## src/sense_ctrl_pkg.sv

```systemverilog
package sense_ctrl_pkg;

    // ------------------------------------------------------------
    // register map
    // ------------------------------------------------------------
    localparam logic [7:0] CTRL_ADDR       = 8'h10;
    localparam logic [7:0] CTRL_RESET      = 8'h00;
    localparam logic [7:0] CAL_MODE_RESET  = 8'h00;
    localparam logic [7:0] GATE_CUR_RESET  = 8'h00;

    // ------------------------------------------------------------
    // field positions
    // ------------------------------------------------------------
    localparam int CAL_A_BIT   = 0;
    localparam int CAL_B_BIT   = 1;
    localparam int CAL_C_BIT   = 2;
    localparam int SEN_A_BIT   = 3;
    localparam int SEN_B_BIT   = 4;
    localparam int SEN_C_BIT   = 5;
    localparam int PHASES      = 3;

    // ------------------------------------------------------------
    // timing
    // ------------------------------------------------------------
    localparam int CLK_HZ          = 50_000_000;
    localparam int DRIVE_WINDOW_NS = 4000;
    localparam int DRIVE_WINDOW_CYC = (DRIVE_WINDOW_NS * (CLK_HZ / 1_000_000)) / 1000;
    localparam int AUTO_CAL_CYC    = 100;

    // ------------------------------------------------------------
    // amplifier mode
    // ------------------------------------------------------------
    typedef enum logic [1:0] {
        AMP_NORMAL     = 2'b00,
        AMP_MANUAL_CAL = 2'b01,
        AMP_AUTO_CAL   = 2'b10
    } amp_mode_t;

endpackage : sense_ctrl_pkg

```

## src/phase_channel.sv

```systemverilog
module phase_channel #(
    parameter int WINDOW_CYC = sense_ctrl_pkg::DRIVE_WINDOW_CYC,
    parameter int CAL_CYC    = sense_ctrl_pkg::AUTO_CAL_CYC
) (
    input  wire logic                      clk_i,
    input  wire logic                      rst_n_i,
    input  wire logic                      sense_fault_off_i,
    input  wire logic                      offset_trim_i,
    input  wire logic                      cal_mode_auto_i,
    input  wire logic                      sense_trip_i,
    input  wire logic                      gate_cmd_i,
    input  wire logic                      gate_on_i,
    output logic                           sense_fault_o,
    output logic                           gate_fault_o,
    output sense_ctrl_pkg::amp_mode_t      amp_mode_o,
    output logic                           cal_busy_o
);

    // ------------------------------------------------------------
    // local state
    // ------------------------------------------------------------
    logic [15:0] win_cnt_reg;
    logic [15:0] cal_cnt_reg;
    logic        trim_d_reg;

    // sense fault qualified by disable bit
    always_ff @(posedge clk_i or negedge rst_n_i)
    begin
        if (!rst_n_i)
            sense_fault_o <= 1'b0;
        else
            sense_fault_o <= sense_trip_i & ~sense_fault_off_i;
    end

    // amplifier mode from trim bit and calibration mode
    always_ff @(posedge clk_i or negedge rst_n_i)
    begin
        if (!rst_n_i)
            amp_mode_o <= sense_ctrl_pkg::AMP_NORMAL;
        else if (!offset_trim_i)
            amp_mode_o <= sense_ctrl_pkg::AMP_NORMAL;
        else if (cal_mode_auto_i)
            amp_mode_o <= sense_ctrl_pkg::AMP_AUTO_CAL;
        else
            amp_mode_o <= sense_ctrl_pkg::AMP_MANUAL_CAL;
    end

    // auto calibration routine runs on rising trim bit
    always_ff @(posedge clk_i or negedge rst_n_i)
    begin
        if (!rst_n_i)
        begin
            trim_d_reg  <= 1'b0;
            cal_cnt_reg <= 16'h0000;
            cal_busy_o  <= 1'b0;
        end
        else
        begin
            trim_d_reg <= offset_trim_i;
            if (offset_trim_i && !trim_d_reg && cal_mode_auto_i)
            begin
                cal_cnt_reg <= 16'(CAL_CYC);
                cal_busy_o  <= 1'b1;
            end
            else if (cal_cnt_reg != 16'h0000)
            begin
                cal_cnt_reg <= cal_cnt_reg - 16'h0001;
                cal_busy_o  <= (cal_cnt_reg != 16'h0001);
            end
            else
                cal_busy_o <= 1'b0;
        end
    end

    // gate drive window: fault if switch not on in time
    always_ff @(posedge clk_i or negedge rst_n_i)
    begin
        if (!rst_n_i)
        begin
            win_cnt_reg  <= 16'h0000;
            gate_fault_o <= 1'b0;
        end
        else if (!gate_cmd_i || gate_on_i)
        begin
            win_cnt_reg  <= 16'h0000;
            gate_fault_o <= 1'b0;
        end
        else if (win_cnt_reg == 16'(WINDOW_CYC - 1))
            gate_fault_o <= 1'b1;
        else
            win_cnt_reg <= win_cnt_reg + 16'h0001;
    end

endmodule : phase_channel

```

## src/sense_fault_cal_control.sv

```systemverilog
// How it works
// - control register at 0x10, resets to zero
// - bit 5 disables phase C sense fault
// - bit 4 disables phase B sense fault
// - bit 3 disables phase A sense fault
// - bit 2 calibrates amplifier C per mode
// - bit 1 calibrates amplifier B per mode
// - bit 0 calibrates amplifier A per mode
// - serial: separate source and sink current registers
// - hardware variant: one pin sets both currents
// - gate fault when switch misses drive window
// - calibration mode 0 manual, 1 automatic
module sense_fault_cal_control #(
    parameter bit HW_VARIANT = 1'b0,
    parameter int WINDOW_CYC = sense_ctrl_pkg::DRIVE_WINDOW_CYC,
    parameter int CAL_CYC    = sense_ctrl_pkg::AUTO_CAL_CYC
) (
    input  wire logic                  clk_i,
    input  wire logic                  rst_n_i,
    input  wire logic                  wr_en_i,
    input  wire logic [7:0]            addr_i,
    input  wire logic [7:0]            wr_data_i,
    output logic      [7:0]            rd_data_o,
    input  wire logic                  cal_mode_auto_i,
    input  wire logic [7:0]            gate_source_reg_i,
    input  wire logic [7:0]            gate_sink_reg_i,
    input  wire logic [7:0]            gate_strength_pin_i,
    input  wire logic [2:0]            sense_trip_i,
    input  wire logic [2:0]            gate_cmd_i,
    input  wire logic [2:0]            gate_on_i,
    output logic      [7:0]            gate_source_current_o,
    output logic      [7:0]            gate_sink_current_o,
    output logic      [2:0]            sense_fault_o,
    output logic                       gate_fault_o,
    output logic      [2:0]            amp_short_o,
    output logic      [2:0]            amp_auto_o,
    output logic      [2:0]            cal_busy_o
);

    // ------------------------------------------------------------
    // control register
    // ------------------------------------------------------------
    logic [7:0] ctrl_reg;
    logic [7:0] ctrl_next;
    logic       ctrl_hit;
    logic       ctrl_write;

    // address decode shared by the write and read paths
    assign ctrl_hit   = (addr_i == sense_ctrl_pkg::CTRL_ADDR);
    assign ctrl_write = wr_en_i & ctrl_hit;

    // hold unless a write hits the control address
    always_comb
    begin
        if (ctrl_write)
            ctrl_next = wr_data_i;
        else
            ctrl_next = ctrl_reg;
    end

    // all eight bits are stored, reserved ones included
    always_ff @(posedge clk_i or negedge rst_n_i)
    begin
        if (!rst_n_i)
            ctrl_reg <= sense_ctrl_pkg::CTRL_RESET;
        else
            ctrl_reg <= ctrl_next;
    end

    // ------------------------------------------------------------
    // read path
    // ------------------------------------------------------------
    logic [7:0] rd_next;

    // unmapped addresses read as zero
    always_comb
    begin
        if (ctrl_hit)
            rd_next = ctrl_reg;
        else
            rd_next = 8'h00;
    end

    // read data lags the address by one clock
    always_ff @(posedge clk_i or negedge rst_n_i)
    begin
        if (!rst_n_i)
            rd_data_o <= 8'h00;
        else
            rd_data_o <= rd_next;
    end

    // ------------------------------------------------------------
    // register fields
    // ------------------------------------------------------------
    logic       phase_a_sense_fault_off;
    logic       phase_b_sense_fault_off;
    logic       phase_c_sense_fault_off;
    logic       amp_a_offset_trim;
    logic       amp_b_offset_trim;
    logic       amp_c_offset_trim;

    // name each control bit; the top two only read back
    assign phase_a_sense_fault_off = ctrl_reg[sense_ctrl_pkg::SEN_A_BIT];
    assign phase_b_sense_fault_off = ctrl_reg[sense_ctrl_pkg::SEN_B_BIT];
    assign phase_c_sense_fault_off = ctrl_reg[sense_ctrl_pkg::SEN_C_BIT];
    assign amp_a_offset_trim       = ctrl_reg[sense_ctrl_pkg::CAL_A_BIT];
    assign amp_b_offset_trim       = ctrl_reg[sense_ctrl_pkg::CAL_B_BIT];
    assign amp_c_offset_trim       = ctrl_reg[sense_ctrl_pkg::CAL_C_BIT];

    // ------------------------------------------------------------
    // gate current selection
    // ------------------------------------------------------------
    logic [7:0] source_sel;
    logic [7:0] sink_sel;

    // one pin sets both currents on the pin variant
    always_comb
    begin
        if (HW_VARIANT)
        begin
            source_sel = gate_strength_pin_i;
            sink_sel   = gate_strength_pin_i;
        end
        else
        begin
            source_sel = gate_source_reg_i;
            sink_sel   = gate_sink_reg_i;
        end
    end

    // registered current settings
    always_ff @(posedge clk_i or negedge rst_n_i)
    begin
        if (!rst_n_i)
        begin
            gate_source_current_o <= sense_ctrl_pkg::GATE_CUR_RESET;
            gate_sink_current_o   <= sense_ctrl_pkg::GATE_CUR_RESET;
        end
        else
        begin
            gate_source_current_o <= source_sel;
            gate_sink_current_o   <= sink_sel;
        end
    end

    // ------------------------------------------------------------
    // per-phase channels
    // ------------------------------------------------------------
    logic [2:0] gate_fault_ph;
    sense_ctrl_pkg::amp_mode_t mode_ph [3];

    // phase a channel
    phase_channel #(
        .WINDOW_CYC (WINDOW_CYC),
        .CAL_CYC    (CAL_CYC)
    ) u_phase_a (
        .clk_i             (clk_i),
        .rst_n_i           (rst_n_i),
        .sense_fault_off_i (phase_a_sense_fault_off),
        .offset_trim_i     (amp_a_offset_trim),
        .cal_mode_auto_i   (cal_mode_auto_i),
        .sense_trip_i      (sense_trip_i[0]),
        .gate_cmd_i        (gate_cmd_i[0]),
        .gate_on_i         (gate_on_i[0]),
        .sense_fault_o     (sense_fault_o[0]),
        .gate_fault_o      (gate_fault_ph[0]),
        .amp_mode_o        (mode_ph[0]),
        .cal_busy_o        (cal_busy_o[0])
    );

    // phase b channel
    phase_channel #(
        .WINDOW_CYC (WINDOW_CYC),
        .CAL_CYC    (CAL_CYC)
    ) u_phase_b (
        .clk_i             (clk_i),
        .rst_n_i           (rst_n_i),
        .sense_fault_off_i (phase_b_sense_fault_off),
        .offset_trim_i     (amp_b_offset_trim),
        .cal_mode_auto_i   (cal_mode_auto_i),
        .sense_trip_i      (sense_trip_i[1]),
        .gate_cmd_i        (gate_cmd_i[1]),
        .gate_on_i         (gate_on_i[1]),
        .sense_fault_o     (sense_fault_o[1]),
        .gate_fault_o      (gate_fault_ph[1]),
        .amp_mode_o        (mode_ph[1]),
        .cal_busy_o        (cal_busy_o[1])
    );

    // phase c channel
    phase_channel #(
        .WINDOW_CYC (WINDOW_CYC),
        .CAL_CYC    (CAL_CYC)
    ) u_phase_c (
        .clk_i             (clk_i),
        .rst_n_i           (rst_n_i),
        .sense_fault_off_i (phase_c_sense_fault_off),
        .offset_trim_i     (amp_c_offset_trim),
        .cal_mode_auto_i   (cal_mode_auto_i),
        .sense_trip_i      (sense_trip_i[2]),
        .gate_cmd_i        (gate_cmd_i[2]),
        .gate_on_i         (gate_on_i[2]),
        .sense_fault_o     (sense_fault_o[2]),
        .gate_fault_o      (gate_fault_ph[2]),
        .amp_mode_o        (mode_ph[2]),
        .cal_busy_o        (cal_busy_o[2])
    );

    // ------------------------------------------------------------
    // amplifier mode outputs
    // ------------------------------------------------------------
    // inputs shorted for manual trim, internal routine for auto trim
    assign amp_short_o[0] = (mode_ph[0] == sense_ctrl_pkg::AMP_MANUAL_CAL);
    assign amp_short_o[1] = (mode_ph[1] == sense_ctrl_pkg::AMP_MANUAL_CAL);
    assign amp_short_o[2] = (mode_ph[2] == sense_ctrl_pkg::AMP_MANUAL_CAL);
    assign amp_auto_o[0]  = (mode_ph[0] == sense_ctrl_pkg::AMP_AUTO_CAL);
    assign amp_auto_o[1]  = (mode_ph[1] == sense_ctrl_pkg::AMP_AUTO_CAL);
    assign amp_auto_o[2]  = (mode_ph[2] == sense_ctrl_pkg::AMP_AUTO_CAL);

    // ------------------------------------------------------------
    // gate fault summary
    // ------------------------------------------------------------
    // any phase gate fault
    assign gate_fault_o = |gate_fault_ph;

endmodule : sense_fault_cal_control

```

## config.mk

```make
export PLATFORM = sky130hd
export DESIGN_NAME = sense_fault_cal_control
export DESIGN_NICKNAME = d
export VERILOG_FILES = /design/src/sense_ctrl_pkg.sv /design/src/phase_channel.sv /design/src/sense_fault_cal_control.sv
export SDC_FILE = /design/constraint.sdc
export NUM_CORES = 1
export LEC_CHECK = 0
export ABC_CLOCK_PERIOD_IN_PS = 2500
export BUFFER_PORTS_ARGS = -buffer_cell sky130_fd_sc_hd__buf_2
export CAP_MARGIN = 20
export CORE_MARGIN = 5
export CORE_UTILIZATION = 50
export DETAILED_ROUTE_END_ITERATION = 16
export GPL_ROUTABILITY_DRIVEN = 0
export PLACE_DENSITY = 0.68
export SETUP_SLACK_MARGIN = 0.15
export SYNTH_ARGS = -nofsm -noshare
export SYNTH_HDL_FRONTEND = slang
export SYNTH_SLANG_ARGS = --single-unit
```

## constraint.sdc

```tcl
create_clock -name clk_i -period 2.5 [get_ports clk_i]
set_clock_uncertainty 0.2 [all_clocks]
set_input_delay 0.375 -clock clk_i [delete_from_list [all_inputs] [get_ports clk_i]]
set_output_delay 0.375 -clock clk_i [all_outputs]
set_load 0.005 [all_outputs]
```

* Word-level counts from Yosys, hierarchy flattened
Cells that the tools add are included.
** Storage, ports and cells
- Input port bits :: 53
- Memories kept :: 0
- Memory bits (read-only) :: 0
- Bits in latches :: 0
- Flip-flop bits (word level) :: 146
- RAM bits :: 0
- Logic and storage cells :: 108
- Output and inout port bits :: 37
** Operators by class
- Div/mod/pow operators :: 0
- Reductions and logical operators :: 25
- Bitwise gates (word level) :: 7
- Shifts and indexed selects :: 0
- Eq/ne operators :: 16
- $add $sub $neg :: 6
- $mul :: 0
- $lt $le $gt $ge :: 0
- Mux-type cells :: 29
** Operators by type and width (count)
- 16-bit 2-to-1 mux :: 12
- 16-bit by 1-bit adder with 16-bit output, second input constant :: 3
- 16-bit by 8-bit equality test with 1-bit output, second input constant :: 3
- 16-bit by 1-bit inequality test with 1-bit output, second input constant :: 3
- 16-bit nonzero test :: 3
- 16-bit by 1-bit subtractor with 16-bit output, second input constant :: 3
- 1-bit 2-to-1 mux :: 12
- 2-bit nonzero test :: 6
- 8-bit by 5-bit equality test with 1-bit output, second input constant :: 1
- 2-bit 2-to-1 mux :: 4
- 8-bit 2-to-1 mux :: 1
- 2-bit by 1-bit equality test with 1-bit output, second input constant :: 3
- 2-bit equality test, second input constant :: 3
- 1-bit logical AND :: 6
- 1-bit logical NOT :: 6
- 2-bit by 1-bit inequality test with 1-bit output, second input constant :: 3
- 1-bit bitwise AND :: 4
- 1-bit logical OR :: 3
- 1-bit NOT :: 3
- 3-bit OR reduction :: 1

* Depth between registers and ports, before layout
- Depth after elaboration :: 4
- Gate-level depth with buffers :: 7
- Gate-level depth less buffers :: 6

* Cells and area by module
Synthesis repeated with hierarchy kept, for this count alone.
** Second synthesis, totals
- Cells, all modules :: 651
- Area, all modules :: 6881.6 um^2
** By module, submodules not included
- phase_channel :: area an instance 1945.6 um^2, times used 3, sequential area each 950.9 um^2, cells an instance 197
- sense_fault_cal_control :: area an instance 1044.8 um^2, times used 1, sequential area each 800.8 um^2, cells an instance 60

* Worst setup path before layout
No wires, ideal clock.
- Path type :: flip-flop to flip-flop
- Start point :: register u_phase_b.cal_cnt_reg[10]
- End point :: register u_phase_b.cal_cnt_reg[15]
- Clock period less this slack :: 2317 ps
- Data required time :: 2222 ps
- Slack :: 183 ps
- Buffers on the path :: 1
- Arrival :: 2039 ps
- Stages on the path, launching flop included :: 6
- Library setup time :: 78 ps
- Cell sequence :: dfrtp_1 > or4_1 > clkbuf_2 > or4_1 > or4_1 > a21oi_1
** On the way
- Word-level cells in the longest chain between the ends :: 3
- Elaborated cells on any way between the ends :: 5
- Classes of those cells :: add/sub: 1; mux: 2; reduce/logical: 2
** RTL lines
- start, declared :: line phase_channel.sv:23 : logic [15:0] cal_cnt_reg;
- start signal, assigned :: line phase_channel.sv:62 : cal_cnt_reg <= 16'(CAL_CYC);
- start signal, assigned :: line phase_channel.sv:67 : cal_cnt_reg <= cal_cnt_reg - 16'h0001;
- 16-bit by 1-bit subtractor with 16-bit output :: line phase_channel.sv:67
- 16-bit 2-to-1 mux :: line phase_channel.sv:65 : else if (cal_cnt_reg != 16'h0000)
- 16-bit 2-to-1 mux :: line phase_channel.sv:60 : if (offset_trim_i && !trim_d_reg && cal_mode_auto_i)
Parallel ways exist; a longest one is shown, timed or not. The select of a mux whose other input is x is not followed.
A chain may end at the register's enable or synchronous reset.

* Final worst setup path
- Start point :: register u_phase_b.cal_cnt_reg[10]
- End point :: register u_phase_b.cal_cnt_reg[0]
** On the way
- Word-level cells in the longest chain between the ends :: 2
** RTL lines (line)
- 16-bit nonzero test :: phase_channel.sv:65
- 2-bit nonzero test (no line)
No other way between the ends.

==> impl_metrics.toml <==
[critical_path]
crit_arrival_ns = 2.40
cp_slowest_cell = "or4bb_2"
critical_path_buf_inv_count = 1
required_ns = 2.59
crit_path_end_kind = "register"
crit_chain = "or4_4, buf_4, or4bb_2, xnor2_1, nor2_1"
crit_type = "reg2reg"
critPathMaxStageDelay_ns = 0.63
path_max_fanout = 5
start_kind = "register"
path_delay_family = "simple AND/OR/NAND/NOR gates"

[synthesis]
netlist_top_cells_count = "146 x dfrtp_1, 63 x nor2_1, 44 x a21oi_1, 42 x nand2_1, 29 x nor4_1"
synthArstFlopShare_pct = 100
synth_top_area_share_pct = 52.9
synth_area_per_cell_um2 = 10.1
syn_inst = 687
synth_nets = 749
synth_warnings = 0
synth_edf_count = 0
yosysTopAreaCell = "dfrtp_1"
synth-seq-area-share_pct = 52.9
ys_seq_elements = 146
yosysMostFrequentCell = "dfrtp_1"
synth.area.top_cells = "dfrtp_1 53%, nor2_1 3.4%, a21oi_1 3.2%"
syn_area_um2 = 6910
ys_types = 52
synthFlopType = "dfrtp_1"

[detailed_routing]
drt_iter0_markers = 336
ant_nets = 0
avgRoutedWirePerCell_um = 15.0
drtPass1Iterations = 5
dr_total_vias = 5501
viasPerCell = 5.53
drc_errors = 0
wl_um = 15000

[clock_network]
clk_pin_slew_worst_paths_ns = 0.06
cts_tree = "done"
cts.root.buffer_cell = "clkbuf_16"
numCtsBuffers = 17
clkLatencyLatePin_ns = 0.42
cts_max_level = 4
cts.sinks = 146
cts_max_path_buffers = 2

[die]
die_area_um2 = 16300
die_height_um = 128
rows = 43
coreArea_um2 = 13700
pin_count = 90
die_w_um = 128
start_util_pct = 50.4

[grt]
grt_pass1_wl_um = 25400
grt_start_max_net_pins = 63
first_global_vias = 5504
track_usage_pct = 19.3
grt-ovfl-total = 0
antenna_found_initial = 0

[cells_and_area]
drive_gt1_share_pct = 20.0
nets = 864
syn2layout_area_growth_pct = 22.6
final_util_pct = 61.8
final_cells = 994
n_antenna_cell = 0
finalInstanceArea_um2 = 8470

[timing]
setup_violations = 0
slew_viol_final = 0
hold_viol_final = 0
min_period_ns = 2.31
slew_headroom_pct = 55.4
rsz0062_at_grt = "true"
worstMarginPinSlew_ns = 0.670
fin_crit_sh_pct = 92.4
max_freq_mhz = 433
tns_ns = 0

[placed_design]
placed_area_um2 = 7580
detailed_place_hpwl_um = 10400
dp.cells = 935
portBuffers = 81

[min_path]
hold_path_class = "in2reg"

[power_and_ir_drop]
peakVddDrop_v = 0.000661
power_density_nw_per_um2 = 828
p_leak_uw = 0.00369
total_power_uw = 7020

[run]
drv_cap = 0

[status]
status = "complete, no violations"
## worst paths after layout
| kind | from | endpoint | slack [ns] | cells after the start |
|---|---|---|---|---|
| max | u_phase_b.cal_cnt_reg[10]$_DFFE_PN0P_ | u_phase_b.cal_cnt_reg[0]$_DFFE_PN0P_ | 0.19 | 5 |
| min | sense_trip_i[1] | u_phase_b.sense_fault_o$_DFF_PN0_ | 0.02 | 2 |
| max reg2reg | u_phase_b.cal_cnt_reg[10]$_DFFE_PN0P_ | u_phase_b.cal_cnt_reg[0]$_DFFE_PN0P_ | 0.19 | 5 |
| min reg2reg | ctrl_reg[3]$_DFFE_PN0P_ | u_phase_a.sense_fault_o$_DFF_PN0_ | 0.24 | 1 |
| max in group asynchronous | rst_n_i | u_phase_c.cal_cnt_reg[15]$_DFFE_PN0P_ | 1.16 | 3 |
| min in group asynchronous | rst_n_i | gate_sink_current_o[5]$_DFF_PN0_ | 0.30 | 2 |
## kinds of logic after synthesis
| group | synth area share (%) |
|---|---|
| AO/OA/AOI/OAI | 9.43 |
| AND/OR/NAND/NOR | 24.7 |
| buffers and inverters | 3.42 |
| multiplexers | 4.07 |
| flip-flops | 52.9 |
| adder cells (fa/ha/maj) | 1.63 |
| XOR/XNOR | 3.93 |
## area by class of cell
class	instances	area, µm²
Tap cell	180	225
Multi-Input combinational cell	485	3060
Timing Repair Buffer	131	877
Fill cell	1167	5250
Sequential cell	146	3650
Inverter	21	78.8
Clock inverter	11	138
Clock buffer	20	447
## repair_timing
item                                    CTS  global route
buffers inserted                          0             2
endpoints found under the setup margin    4             8
pin swaps                                 0             3
resized for setup                         2             7
gates cloned                              0             0
hold buffers                             26             0
endpoints found under the hold margin    85             0
## routing by layer
layer  global-route usage (%)  share of wire (%)  up-vias
li1                         -                  -     2688
met1                     24.0                 44     2678
met2                     32.5                 50      116
met3                     5.31                4.5       19
met4                     6.99                1.4        0
met5                        0                  0        -
## stage by stage
step | worst slack (ns) | hold slack (ns)
6_report | 0.190 | 0.0198
5_1_grt | 0.127 | 0.00102
4_1_cts | 0.180 | 0.000952
3_5_place_dp | 0.0906 | 0.191
3_3_place_gp | 0.136 | 0.190
2_1_floorplan | 0.183 | -0.121
## power breakdown
part / internal (µW) / switching, µW
Sequential: 2690 / 382
Combinational: 664 / 764
Clock: 1580 / 937
Total: 4930 / 2080
## cells in the final DEF (no fill, tap or decap), drive strengths merged, types with 5 or more instances in the layout
| cell type | synthesis | routed |
|---|---|---|
| nor2 | 63 | 63 |
| and2 | 15 | 15 |
| dlygate4sd3 | 0 | 26 |
| mux2i | 18 | 18 |
| a21oi | 44 | 44 |
| nor3 | 27 | 27 |
| or2 | 8 | 8 |
| nor4 | 30 | 30 |
| clkinv | 0 | 5 |
| nand2b | 17 | 17 |
| inv | 21 | 21 |
| clkbuf | 27 | 20 |
| or4 | 17 | 17 |
| nor2b | 18 | 18 |
| o21ai | 27 | 27 |
| nand2 | 42 | 42 |
| or3 | 27 | 27 |
| xnor2 | 21 | 21 |
| o31ai | 9 | 9 |
| nand3 | 20 | 20 |
| dfrtp | 146 | 146 |
| xor2 | 10 | 10 |
| nand4 | 10 | 10 |
| mux2 | 9 | 9 |
| buf | 8 | 105 |
| ha | 9 | 9 |
No activity file was read; power rests on OpenSTA's default activity.
